`config.mk`:
```
export PLATFORM = sky130hd
export DESIGN_NAME = spc_device_flat
export DESIGN_NICKNAME = d
export VERILOG_FILES = /design/src/rtl/spc_pkg.sv /design/src/rtl/spc_bus_if.sv /design/src/rtl/spc_device.sv /design/src/flat_wrapper.sv
export SDC_FILE = /design/constraint.sdc
export NUM_CORES = 1
export LEC_CHECK = 0
export BUFFER_PORTS_ARGS = -buffer_cell sky130_fd_sc_hd__buf_2
export CAP_MARGIN = 5
export CORE_MARGIN = 2
export CORE_UTILIZATION = 45
export CTS_CLUSTER_DIAMETER = 40
export CTS_CLUSTER_SIZE = 10
export DETAILED_ROUTE_END_ITERATION = 12
export GPL_TIMING_DRIVEN = 0
export MAX_ROUTING_LAYER = met4
export PLACE_DENSITY_LB_ADDON = 0.3
export SYNTH_ARGS = -nofsm -noshare
export SYNTH_HDL_FRONTEND = slang
export SYNTH_SLANG_ARGS = --single-unit
```
`constraint.sdc`:
```
create_clock -name core_clk -period 2.28 [get_ports core_clk]
set_clock_uncertainty 0.05 [all_clocks]
set_input_delay 0.228 -clock core_clk [delete_from_list [all_inputs] [get_ports core_clk]]
set_output_delay 0.228 -clock core_clk [all_outputs]
set_load 0.005 [all_outputs]
```
`src/rtl/spc_pkg.sv`:
```
// Function
// - values hex, addresses count 16-bit words
// - command cycles are writes, status reads excepted
// - upper data byte ignored in commands
// - address bits A11 and up ignored
// - array reads need no command cycles
// - host resets from id mode or error
// - erase suspend valid only during erase
// - resume only in matching suspended state
// - host sends full abort-reset sequence
// - every entered set needs an exit
// - set exit is 90 then 00
// - F0 write leaves the command set
// - mode bits one-time; both locks abort
// - protection read: bit0 state, rest ones
// - A0 then 0 sets, 1 clears volatile
// - only first status word valid
// - status word bits 0-2, others ones
// - status query: 60 then sector read
// - host gives A[16:11] for parameter sectors
// - volatile set entry 555/AA 2AA/55 555/E0
// - volatile set read returns sector bit
// - freeze set read returns freeze bit
package spc_pkg;
    localparam int          SPC_AW        = 24;
    localparam int          SPC_DW        = 16;
    localparam int          SPC_SEC_LSB   = 11;
    localparam logic [10:0] SPC_ADDR_555  = 11'h555;
    localparam logic [10:0] SPC_ADDR_2AA  = 11'h2AA;
    localparam logic [7:0]  SPC_CMD_AA    = 8'hAA;
    localparam logic [7:0]  SPC_CMD_55    = 8'h55;
    localparam logic [7:0]  SPC_CMD_VOL   = 8'hE0;
    localparam logic [7:0]  SPC_CMD_FRZ   = 8'h50;
    localparam logic [7:0]  SPC_CMD_PGM   = 8'hA0;
    localparam logic [7:0]  SPC_CMD_STAT  = 8'h60;
    localparam logic [7:0]  SPC_CMD_EXIT  = 8'h90;
    localparam logic [7:0]  SPC_CMD_ZERO  = 8'h00;
    localparam logic [7:0]  SPC_CMD_ONE   = 8'h01;
    localparam logic [7:0]  SPC_CMD_RESET = 8'hF0;
    localparam logic [15:0] SPC_ONES      = 16'hFFFF;

    typedef enum logic [6:0] {
        SPC_ST_READ   = 7'h01,
        SPC_ST_UNL1   = 7'h02,
        SPC_ST_UNL2   = 7'h04,
        SPC_ST_SET    = 7'h08,
        SPC_ST_PGM    = 7'h10,
        SPC_ST_STAT   = 7'h20,
        SPC_ST_EXIT   = 7'h40
    } spc_state_t;

    typedef enum logic [1:0] {
        SPC_SET_NONE = 2'h0,
        SPC_SET_VOL  = 2'h1,
        SPC_SET_FRZ  = 2'h2
    } spc_set_t;
endpackage

```
`src/rtl/spc_bus_if.sv`:
```
interface spc_bus_if;
    import spc_pkg::*;
    logic              wr_en;
    logic              rd_en;
    logic [SPC_AW-1:0] addr;
    logic [SPC_DW-1:0] wdata;
    logic [SPC_DW-1:0] rdata;
    logic              rvalid;

    modport dev  (input wr_en, rd_en, addr, wdata, output rdata, rvalid);
    modport host (output wr_en, rd_en, addr, wdata, input rdata, rvalid);
endinterface

```
`src/rtl/spc_device.sv`:
```
// The plain strobed port and the register offsets were left to the implementer.
module spc_device
    import spc_pkg::*;
#(
    parameter int NUM_SEC = 16
) (
    input  wire logic         core_clk,
    input  wire logic         rst_b,
    input  wire logic         clk_en,
    spc_bus_if.dev            bus,
    input  wire logic [15:0]  array_rdata,
    input  wire logic [NUM_SEC-1:0] persistent_sector_bit,
    output logic              persistent_bits_freeze,
    output logic [NUM_SEC-1:0] volatile_sector_bit,
    output logic [1:0]        active_set,
    output logic              in_array_read
);
    localparam int SW = $clog2(NUM_SEC);

    typedef struct packed {
        spc_state_t       st;
        spc_set_t         set;
        logic [NUM_SEC-1:0] vol;
        logic             frz;
        logic [15:0]      rdata;
        logic             rvalid;
    } spc_dev_t;

    spc_dev_t r_ff;
    spc_dev_t nxt_r;

    logic [10:0]   low_a;
    logic [7:0]    cmd;
    logic [SW-1:0] sec;
    logic [NUM_SEC-1:0] prot_any;
    logic [15:0]        stat_word;
    logic [15:0]        bit_word;

    // ------------------------------------------------------------
    // command decode
    // ------------------------------------------------------------
    // high address ignored except for the sector select
    assign low_a = bus.addr[10:0];
    assign cmd   = bus.wdata[7:0];
    assign sec   = bus.addr[SPC_SEC_LSB +: SW];

    // ------------------------------------------------------------
    // per-sector protection
    // ------------------------------------------------------------
    for (genvar i = 0; i < NUM_SEC; i++) begin : g_prot
        assign prot_any[i] = r_ff.vol[i] | persistent_sector_bit[i];
    end

    // ------------------------------------------------------------
    // read words
    // ------------------------------------------------------------
    always_comb begin
        stat_word    = SPC_ONES;
        stat_word[0] = ~prot_any[sec];
        stat_word[1] = ~r_ff.vol[sec];
        stat_word[2] = ~persistent_sector_bit[sec];
        bit_word     = SPC_ONES;
        if (r_ff.set == SPC_SET_VOL) begin
            bit_word[0] = ~r_ff.vol[sec];
        end else begin
            bit_word[0] = ~r_ff.frz;
        end
    end

    // ------------------------------------------------------------
    // next state
    // ------------------------------------------------------------
    always_comb begin
        nxt_r        = r_ff;
        nxt_r.rvalid = 1'b0;
        if (bus.wr_en) begin
            if (cmd == SPC_CMD_RESET) begin
                nxt_r.st  = SPC_ST_READ;
                nxt_r.set = SPC_SET_NONE;
            end else begin
                case (r_ff.st)
                    SPC_ST_READ: begin
                        if (low_a == SPC_ADDR_555 && cmd == SPC_CMD_AA) begin
                            nxt_r.st = SPC_ST_UNL1;
                        end
                    end
                    SPC_ST_UNL1: begin
                        if (low_a == SPC_ADDR_2AA && cmd == SPC_CMD_55) begin
                            nxt_r.st = SPC_ST_UNL2;
                        end else begin
                            // broken sequence aborts to read mode
                            nxt_r.st = SPC_ST_READ;
                        end
                    end
                    SPC_ST_UNL2: begin
                        nxt_r.st = SPC_ST_READ;
                        if (low_a == SPC_ADDR_555) begin
                            if (cmd == SPC_CMD_VOL) begin
                                nxt_r.st  = SPC_ST_SET;
                                nxt_r.set = SPC_SET_VOL;
                            end
                            if (cmd == SPC_CMD_FRZ) begin
                                nxt_r.st  = SPC_ST_SET;
                                nxt_r.set = SPC_SET_FRZ;
                            end
                        end
                    end
                    SPC_ST_SET: begin
                        if (cmd == SPC_CMD_PGM) begin
                            nxt_r.st = SPC_ST_PGM;
                        end else if (cmd == SPC_CMD_EXIT) begin
                            nxt_r.st = SPC_ST_EXIT;
                        end else if (cmd == SPC_CMD_STAT && r_ff.set == SPC_SET_VOL) begin
                            nxt_r.st = SPC_ST_STAT;
                        end else begin
                            // no erase or program runs here
                            // so suspend and resume codes stay ignored
                            nxt_r.st = SPC_ST_SET;
                        end
                    end
                    SPC_ST_PGM: begin
                        nxt_r.st = SPC_ST_SET;
                        if (r_ff.set == SPC_SET_VOL) begin
                            if (cmd == SPC_CMD_ZERO) begin
                                nxt_r.vol[sec] = 1'b1;
                            end else if (cmd == SPC_CMD_ONE) begin
                                nxt_r.vol[sec] = 1'b0;
                            end
                        end else if (cmd == SPC_CMD_ZERO) begin
                            nxt_r.frz = 1'b1;
                        end
                    end
                    SPC_ST_EXIT: begin
                        if (cmd == SPC_CMD_ZERO) begin
                            nxt_r.st  = SPC_ST_READ;
                            nxt_r.set = SPC_SET_NONE;
                        end else begin
                            nxt_r.st = SPC_ST_SET;
                        end
                    end
                    SPC_ST_STAT: nxt_r.st = SPC_ST_SET;
                    default: begin
                        nxt_r.st  = SPC_ST_READ;
                        nxt_r.set = SPC_SET_NONE;
                    end
                endcase
            end
        end else if (bus.rd_en) begin
            nxt_r.rvalid = 1'b1;
            nxt_r.rdata  = SPC_ONES;
            case (r_ff.st)
                SPC_ST_STAT: begin
                    nxt_r.rdata = stat_word;
                    nxt_r.st    = SPC_ST_SET;
                end
                SPC_ST_SET: nxt_r.rdata = bit_word;
                default: begin
                    nxt_r.rdata = array_rdata;
                end
            endcase
        end
    end

    // ------------------------------------------------------------
    // state register
    // ------------------------------------------------------------
    // clk_en low holds every register
    always_ff @(posedge core_clk) begin
        if (!rst_b) begin
            r_ff.st     <= SPC_ST_READ;
            r_ff.set    <= SPC_SET_NONE;
            r_ff.vol    <= '0;
            r_ff.frz    <= 1'b0;
            r_ff.rdata  <= '0;
            r_ff.rvalid <= 1'b0;
        end else if (clk_en) begin
            r_ff <= nxt_r;
        end
    end

    // ------------------------------------------------------------
    // outputs
    // ------------------------------------------------------------
    assign bus.rdata              = r_ff.rdata;
    assign bus.rvalid             = r_ff.rvalid;
    assign persistent_bits_freeze = r_ff.frz;
    assign volatile_sector_bit    = r_ff.vol;
    assign active_set             = r_ff.set;
    // outside any set the array reads
    assign in_array_read          = (r_ff.set == SPC_SET_NONE);
endmodule

```
`src/flat_wrapper.sv`:
```
// flat-port wrapper written by rule: the top's interface ports become plain ports
module spc_device_flat import spc_pkg::*;
#(
    parameter int NUM_SEC = 16
)
  (core_clk, rst_b, clk_en, array_rdata, persistent_sector_bit, persistent_bits_freeze, volatile_sector_bit, active_set, in_array_read, bus_wr_en, bus_rd_en, bus_addr, bus_wdata, bus_rdata, bus_rvalid);
  spc_bus_if bus_i ();
  input  wire logic core_clk;
  input  wire logic rst_b;
  input  wire logic clk_en;
  input  wire logic [15:0] array_rdata;
  input  wire logic [NUM_SEC-1:0] persistent_sector_bit;
  output logic persistent_bits_freeze;
  output logic [NUM_SEC-1:0] volatile_sector_bit;
  output logic [1:0] active_set;
  output logic in_array_read;
  input wire logic [$bits(bus_i.wr_en)-1:0] bus_wr_en;
  input wire logic [$bits(bus_i.rd_en)-1:0] bus_rd_en;
  input wire logic [$bits(bus_i.addr)-1:0] bus_addr;
  input wire logic [$bits(bus_i.wdata)-1:0] bus_wdata;
  output wire logic [$bits(bus_i.rdata)-1:0] bus_rdata;
  output wire logic [$bits(bus_i.rvalid)-1:0] bus_rvalid;
  assign bus_i.wr_en = bus_wr_en;
  assign bus_i.rd_en = bus_rd_en;
  assign bus_i.addr = bus_addr;
  assign bus_i.wdata = bus_wdata;
  assign bus_rdata = bus_i.rdata;
  assign bus_rvalid = bus_i.rvalid;
  spc_device #(.NUM_SEC(NUM_SEC)) u_core (.core_clk(core_clk), .rst_b(rst_b), .clk_en(clk_en), .bus(bus_i), .array_rdata(array_rdata), .persistent_sector_bit(persistent_sector_bit), .persistent_bits_freeze(persistent_bits_freeze), .volatile_sector_bit(volatile_sector_bit), .active_set(active_set), .in_array_read(in_array_read));
endmodule
```
# Word-level counts from Yosys, hierarchy flattened
# Cells that the tools add are included.
[word_totals] reg_bits=43 input_bits=77
[op_classes] order_cmp=2 n_eq_ne=24 n_mux=30 bitwise_logic=26 reduce_logical=16
[ops] op="$mux W7" count=6
[ops] op="$pmux W7 S6" count=1
[ops] op="$eq A8 B8 Y1 const B" count=5
[ops] op="$mux W16" count=2
[ops] op="$pmux W16 S2" count=1
[ops] op="$mux W9" count=3
[ops] op="$eq A8 B7 Y1 const B" count=3
[ops] op="$reduce_and A6 Y1" count=3
[ops] op="$and A16 B16 Y16" count=1
[ops] op="$not A16 Y16" count=1
[ops] op="$or A1 B1 Y1" count=16
[ops] op="$or A16 B16 Y16" count=1
[ops] op="$bmux W1 S4" count=3
[ops] op="$mux W6" count=2
[ops] op="$eq A11 B10 Y1 const B" count=1
[ops] op="$eq A11 B11 Y1 const B" count=1
[ops] op="$eq A8 B1 Y1 const B" count=1
[ops] op="$logic_not A8 Y1" count=1
[ops] op="$eq A7 B1 Y1 const B" count=1
[ops] op="$eq A7 B2 Y1 const B" count=1
[ops] op="$eq A7 B3 Y1 const B" count=1
[ops] op="$eq A7 B4 Y1 const B" count=1
[ops] op="$eq A7 B5 Y1 const B" count=1
[ops] op="$eq A7 B6 Y1 const B" count=1
[ops] op="other kinds (22)" count=40

# Depth between registers and ports, before layout
# Gate-level depths: netlist of run 1.
[logic_depth] word_depth=8 depth_mapped=7

# Least setup slack after synthesis of run 1
# OpenSTA, ideal clock, no wires.
[synth_path] path_kind="register to register" startpoint="register u_core.r_ff[36] (netlist name)" endpoint="register (tool-made name)" t_arrival_ps=1660 required_time_ps=2114 path_slack_ps=454 path_stages_with_launch=8 n_path_buf=1 cell_sequence="dfxtp_1 clkbuf_1 nor3_1 and4_1 nand4b_1 nor3_1 mux2i_1 nor2b_1"
[synth_lines] element="start, declared" line_no="spc_device.sv:29" text="spc_dev_t r_ff;"
[synth_lines] element="start signal, assigned" line_no="spc_device.sv:177" text="r_ff <= nxt_r;"

==> flow_summary.yaml, run 1 <==
outcome:
  status: "complete, no violations"
clocking:
  cts.root.buffer_cell: "sky130_fd_sc_hd__clkbuf_8"
  cts.htree.levels: 2
  tritoncts_clock_tree: "done"
  cts.hold.buffers_added: 0
  clock_tree.buffer_depth: 2
  worst_skew_pair.late_latency_ns: 0.31
  cts_sinks: 43
  clk_pin_slew_worst_paths_ns: 0.09
  clock_buffer_count_from_cts: 5
finish:
  fill_cells: 541
  fraction_of_layout_cells_with_a_size_suffix_above_1: 0.4246
  num_antenna_cells: 0
  finish.instance_area_um2: 3556
  fin_util: 0.5936
  flow.area_growth_from_synthesis_pct: 25.47
  design.final.nets: 507
hold_path:
  worst_min_delay_path_class: "primary input to register"
power_and_ir_drop:
  leak_pwr_uw: 0.001501
  vdd_drop_max_v: 0.0003196
  totalPowerFinal_uw: 1532
  pwr_density_cell_nw_per_um2: 430.8
critical_path:
  worstSetupStartpointType: "register"
  timing.critical_path.fanout_max: 9
  cpMaxStageDelayCell: "sky130_fd_sc_hd__nor3_2"
  worst-setup-path-type: "register to register"
  cp_slowest_stage_delay_ns: 0.32
  crit_arrival_ns: 2.27
  path_delay_family: "simple AND/OR/NAND/NOR gates"
  end_kind: "register"
  critical_path.cell_chain: "clkbuf_1, nor3_2, and4_1, nand4_1, nor3_1, mux2i_1, nor2b_1"
  critical_path_required_ns: 2.44
  cp_num_buf_inv: 1
place:
  detailed_place_hpwl_um: 5832
  port-buffer-count: 95
  gp_congestion: 0.9797
  placement.cell_area_um2: 3403
routing:
  wl_um: 7640
  drt_pre_antenna_iters: 4
  drt.antenna.violating_nets: 0
  detail_route.iter0.violations: 215
  post_drt_via_cell_ratio: 5.646
  detail_route.drc_violations: 0
  detail_route.wl_per_cell_um: 15.10
  via_total_after_detailed_routing: 2857
die:
  die_height_um: 83.36
  die_area_um2: 6949
  top_level_ports: 114
  chipWidth_um: 83.36
  core.rowCount: 28
  core_region_area_um2: 5991
  starting_utilization_of_the_core_area: 0.4731
synth:
  synth_seq_area_share: 0.3038
  yosysTopAreaCellShare: 0.3038
  post_synth_top_area_cell: "sky130_fd_sc_hd__dfxtp_1"
  syn_nets: 399
  synthesis.area_per_instance_um2: 8.801
  synth_area_leaders: "sky130_fd_sc_hd__dfxtp_1 (30%), sky130_fd_sc_hd__buf_4 (9.0%), sky130_fd_sc_hd__mux4_2 (7.2%)"
  yosys-top-cells-count: "sky130_fd_sc_hd__dfxtp_1 (43), sky130_fd_sc_hd__buf_4 (34), sky130_fd_sc_hd__nor2_1 (28)"
  ys_async_sr_fraction: 0
  post_syn_instances: 322
  total_standard_cell_area_after_synthesis_um2: 2834
  synth_warnings: 0
  yosys.cell_count.top_type: "sky130_fd_sc_hd__dfxtp_1"
  synth_ff_type: "sky130_fd_sc_hd__dfxtp_1"
  count_of_distinct_cell_types_in_the_synthesized_netlist: 52
  synth-seq-cells: 43
  synth_enable_flop_cells: 0
timing:
  timing.final.crit_period_ns: 2.114
  layout_worst_path_cycle_share: 0.9274
  report.final.setup_viol: 0
  number_of_hold_violations_in_the_final_report: 0
  worst_pin_slew_ns: 0.5397
  max_freq_mhz: 473.0
  slew_violations: 0
  max_slew_margin: 0.6402
global_route:
  antenna_violations_before_repair: 0
  total_congestion_overflow_after_global_routing: 0
  grt_start_max_net_pins: 14
  track_usage: 0.2245
  global_route_wire_length_before_repair_um: 12520
  first_global_vias: 2626
job:
  max_cap_viol_count: 0
==> metal layers <==
metal  share of wire  track usage  routed length (um)  vias to the layer above
met5               0            -                   0                        -
met4           0.012      0.04769                  90                        0
met3           0.073      0.05467                 560                       10
met2            0.47       0.3578                3554                      116
met1            0.45       0.2911                3435                     1346
li1                -            -                   -                     1385
==> stage by stage <==
| stage | setup slack [ns] | hold WS (ns) | TNS [ns] | cells |
|---|---|---|---|---|
| 4_1_cts | 0.02586 | 0.1355 | 0 | 500 |
| 6_report | 0.1656 | 0.1369 | 0 | 506 |
| 5_1_grt | -0.0008602 | 0.1309 | -0.0008602 | 506 |
| 3_5_place_dp | 0.04813 | 0.4368 | 0 | 492 |
| 2_1_floorplan | 0.4539 | 0.3163 | 0 | 322 |
| 3_3_place_gp | 0.1099 | 0.4151 | 0 | 492 |
==> report_power, final <==
group	switching (uW)	leakage (uW)	total [uW]	internal (uW)
clock network	281	0.0000412	496	215
logic	129	0.00111	260	131
registers	8.18	0.000349	776	768
==> path summary, 6_finish.rpt <==
| check | end | depth (start not counted) | slack, ns | from |
|---|---|---|---|---|
| worst min-delay path | u_core.bus.rdata[7]$_SDFFE_PN0P_ | 2 | 0.14 | array_rdata[7] |
| worst min register to register | register | 2 | 0.46 | register |
| worst max register to register | register | 7 | 0.17 | u_core.r_ff[36]$_SDFFE_PN1P_ |
| worst max-delay path | register | 7 | 0.17 | u_core.r_ff[36]$_SDFFE_PN1P_ |
==> timing repair <==
| item | 4_1_cts | 5_1_grt |
|---|---|---|
| setup buffers | 0 | 7 |
| gates resized for setup | 0 | 4 |
| endpoints found under the setup margin | 0 | 20 |
==> cells in the final DEF, fill, tap and decap left out, types with 2 or more instances in the layout <==
cell type                  netlist  routed
sky130_fd_sc_hd__nor3_2          0       2
sky130_fd_sc_hd__o22ai_1         2       2
sky130_fd_sc_hd__clkbuf_1       16      16
sky130_fd_sc_hd__buf_4          34      41
sky130_fd_sc_hd__nor2_1         28      27
sky130_fd_sc_hd__clkbuf_8        0       5
sky130_fd_sc_hd__o221a_2        15      15
sky130_fd_sc_hd__buf_2           2      97
sky130_fd_sc_hd__nor4_2          2       3
sky130_fd_sc_hd__o21ai_1         2       2
sky130_fd_sc_hd__nand4_1         6       6
sky130_fd_sc_hd__mux4_2          9       9
sky130_fd_sc_hd__or4_4           2       2
sky130_fd_sc_hd__nand4b_1        5       5
sky130_fd_sc_hd__o21a_1          2       2
sky130_fd_sc_hd__nor4bb_1        3       3
sky130_fd_sc_hd__nand2_1        25      25
sky130_fd_sc_hd__dfxtp_1        43      43
sky130_fd_sc_hd__nor3_1          9       7
sky130_fd_sc_hd__nor4b_1         2       2
sky130_fd_sc_hd__nand3b_1        4       4
sky130_fd_sc_hd__nor2b_1        16      16
sky130_fd_sc_hd__a31oi_1         3       3
sky130_fd_sc_hd__a21boi_0       10      10
sky130_fd_sc_hd__nor4_1          3       2
sky130_fd_sc_hd__nand2b_1        5       5
sky130_fd_sc_hd__nor3b_1         3       3
sky130_fd_sc_hd__and4b_1         2       2
sky130_fd_sc_hd__a21oi_1         2       2
sky130_fd_sc_hd__mux2i_1         9       9
sky130_fd_sc_hd__a21boi_1        4       4
sky130_fd_sc_hd__o21ai_0        14      14
sky130_fd_sc_hd__o211ai_1        2       2
sky130_fd_sc_hd__nand3_1        18      18
==> layout make-up <==
type / count / area, um^2 / share of cell area
tap: 75 / 93.84 / 0.02639
inverter: 1 / 3.754 / 0.001056
clock buffer: 6 / 72.57 / 0.02041
multi-input combinational: 226 / 1663 / 0.4676
timing repair buffer: 102 / 528.0 / 0.1485
sequential: 43 / 860.8 / 0.2421
clock inverter: 2 / 12.51 / 0.003519
buffer: 51 / 321.6 / 0.09043
==> cells by family (layout without fill, tap and decap cells) <==
logic type,count (synthesis),in the layout,synth area share
buf+inv,53,162,0.1161
compound gates,67,67,0.1921
simple gates,139,139,0.2786
mux,18,18,0.1033
flops,43,43,0.3038
xor+xnor,2,2,0.006182
Note: power is estimated with default switching activity, not from simulation.
==> run 2, diff against run 1 <==
--- a/config.mk
+++ b/config.mk
@@ -8,13 +8,14 @@
 export BUFFER_PORTS_ARGS = -buffer_cell sky130_fd_sc_hd__buf_2
 export CAP_MARGIN = 5
 export CORE_MARGIN = 2
-export CORE_UTILIZATION = 45
+export CORE_UTILIZATION = 49
 export CTS_CLUSTER_DIAMETER = 40
 export CTS_CLUSTER_SIZE = 10
 export DETAILED_ROUTE_END_ITERATION = 12
 export GPL_TIMING_DRIVEN = 0
 export MAX_ROUTING_LAYER = met4
 export PLACE_DENSITY_LB_ADDON = 0.3
+export SLEW_MARGIN = 20
 export SYNTH_ARGS = -nofsm -noshare
 export SYNTH_HDL_FRONTEND = slang
 export SYNTH_SLANG_ARGS = --single-unit
==> flow_summary.yaml, run 2 (synthesis results as in run 1) <==
finish:
  most_common_library_cell_in_the_layout_ignoring_fill_and_taps: "sky130_fd_sc_hd__buf_2"
  fraction_of_layout_cells_with_a_size_suffix_above_1: 0.4151
  most_frequent_cells_in_the_layout: "sky130_fd_sc_hd__buf_2 (97), sky130_fd_sc_hd__dfxtp_1 (43), sky130_fd_sc_hd__buf_4 (34), sky130_fd_sc_hd__nor2_1 (28), sky130_fd_sc_hd__nand2_1 (25)"
  fin_util: 0.6319
  num_antenna_cells: 0
  flow.area_growth_from_synthesis_pct: 23.53
  design.final.nets: 500
clocking:
  worst_skew_pair.late_latency_ns: 0.29
  tritoncts_clock_tree: "done"
  cts_sinks: 43
  clock_buffer_count_from_cts: 5
  cts.root.buffer_cell: "sky130_fd_sc_hd__clkbuf_8"
  cts.repair_timing.setup_buffer_count: 0
  clk_pin_slew_worst_paths_ns: 0.08
  cts.hold.buffers_added: 0
  cts_resized: 0
  cts.htree.levels: 2
  clock_tree.buffer_depth: 2
die:
  die_area_um2: 6408
  core_region_area_um2: 5540
  top_level_ports: 114
  core.rowCount: 27
  chipWidth_um: 80.05
  starting_utilization_of_the_core_area: 0.5115
  die_height_um: 80.05
place:
  port-buffer-count: 95
  detailed_place_hpwl_um: 5733
  gp_congestion: 0.9448
routing:
  drt.antenna.violating_nets: 0
  drt_pre_antenna_iters: 4
  post_drt_via_cell_ratio: 5.683
  detail_route.wl_per_cell_um: 14.78
  wl_um: 7332
  via_total_after_detailed_routing: 2819
  detail_route.iter0.violations: 212
  detail_route.drc_violations: 0
timing:
  worst_pin_slew_ns: 0.5196
  fin_hold_ws_ns: 0.1504
  rsz_0062_raised_after_global_routing: "yes"
  number_of_hold_violations_in_the_final_report: 0
  slew_violations: 0
  max_freq_mhz: 466.9
  timing.final.crit_period_ns: 2.142
  layout_worst_path_cycle_share: 0.9394
  report.final.setup_viol: 0
  max_slew_margin: 0.6536
critical_path:
  crit_arrival_ns: 2.27
  end_kind: "register"
  worst-setup-path-type: "register to register"
  critical_path_required_ns: 2.41
  timing.critical_path.fanout_max: 10
  worstSetupStartpointType: "register"
global_route:
  total_congestion_overflow_after_global_routing: 0
  first_global_vias: 2560
  track_usage: 0.2321
  antenna_violations_before_repair: 0
  grt_start_max_net_pins: 14
  global_route_wire_length_before_repair_um: 11650
outcome:
  status: "complete, no violations"
hold_path:
  worst_min_delay_path_class: "primary input to register"
power_and_ir_drop:
  leak_pwr_uw: 0.001472
  pwr_density_cell_nw_per_um2: 429.8
  vdd_drop_max_v: 0.0002870
job:
  max_cap_viol_count: 0
[run 2: path summary, 6_finish.rpt]
| kind | start | endpoint | slack [ns] | cells past startpoint |
|---|---|---|---|---|
| max | u_core.r_ff[36]$_SDFFE_PN1P_ | u_core.r_ff[41]$_SDFFE_PN0P_ | 0.14 | 7 |
| min | array_rdata[5] | u_core.bus.rdata[5]$_SDFFE_PN0P_ | 0.15 | 2 |
| max reg2reg | u_core.r_ff[36]$_SDFFE_PN1P_ | u_core.r_ff[41]$_SDFFE_PN0P_ | 0.14 | 7 |
| min reg2reg | u_core.persistent_bits_freeze$_SDFFE_PN0P_ | u_core.persistent_bits_freeze$_SDFFE_PN0P_ | 0.45 | 1 |
[run 2: report_power, final]
group          leakage [uW]  total, uW  switching (uW)  internal [uW]
combinational       0.00108        258             128            131
sequential         0.000349        776            7.98            768
clock             0.0000412        470             256            214
[run 2: metal layers]
layer / GRT usage / part of all wire / wire length (um)
met4: 0.05254 / 0.011 / 80
met2: 0.3867 / 0.47 / 3475
met5: - / 0 / 0
met1: 0.2968 / 0.44 / 3259
met3: 0.03933 / 0.071 / 517
[run 2: cell type report]
type | count | area, um^2
multi-input cells | 226 | 1664
flip-flops and latches | 43 | 860.8
clock buffers | 6 | 72.57
well taps | 72 | 90.09
fillers | 510 | 2039
inverters | 1 | 3.754
plain buffers | 51 | 321.6
repair buffers | 95 | 475.5
clock inverters | 2 | 12.51
[run 2: critical path: stages (launching register included)]
cell,delay [ns]
sky130_fd_sc_hd__dfxtp_1,0.30
sky130_fd_sc_hd__clkbuf_1,0.19
sky130_fd_sc_hd__nor4_1,0.52
sky130_fd_sc_hd__a41o_1,0.27
sky130_fd_sc_hd__nand2_1,0.12
sky130_fd_sc_hd__a21oi_4,0.29
sky130_fd_sc_hd__mux2i_1,0.23
sky130_fd_sc_hd__nor2b_1,0.06
[run 2: metrics by stage]
stage | instances | cell area (um^2) | worst slack, ns | total power [uW] | setup TNS, ns
final | 496 | 3501 | 0.1382 | 1505 | 0
after global routing | 496 | 3501 | -0.01363 | 1565 | -0.03360
after CTS | 497 | 3485 | 0.05606 | 1513 | 0
after detailed placement | 489 | 3400 | 0.06256 | 1048 | 0
after global placement | 489 | 3400 | 0.1414 | 1044 | 0
after floorplan | 322 | 2834 | 0.4539 | 940.2 | 0
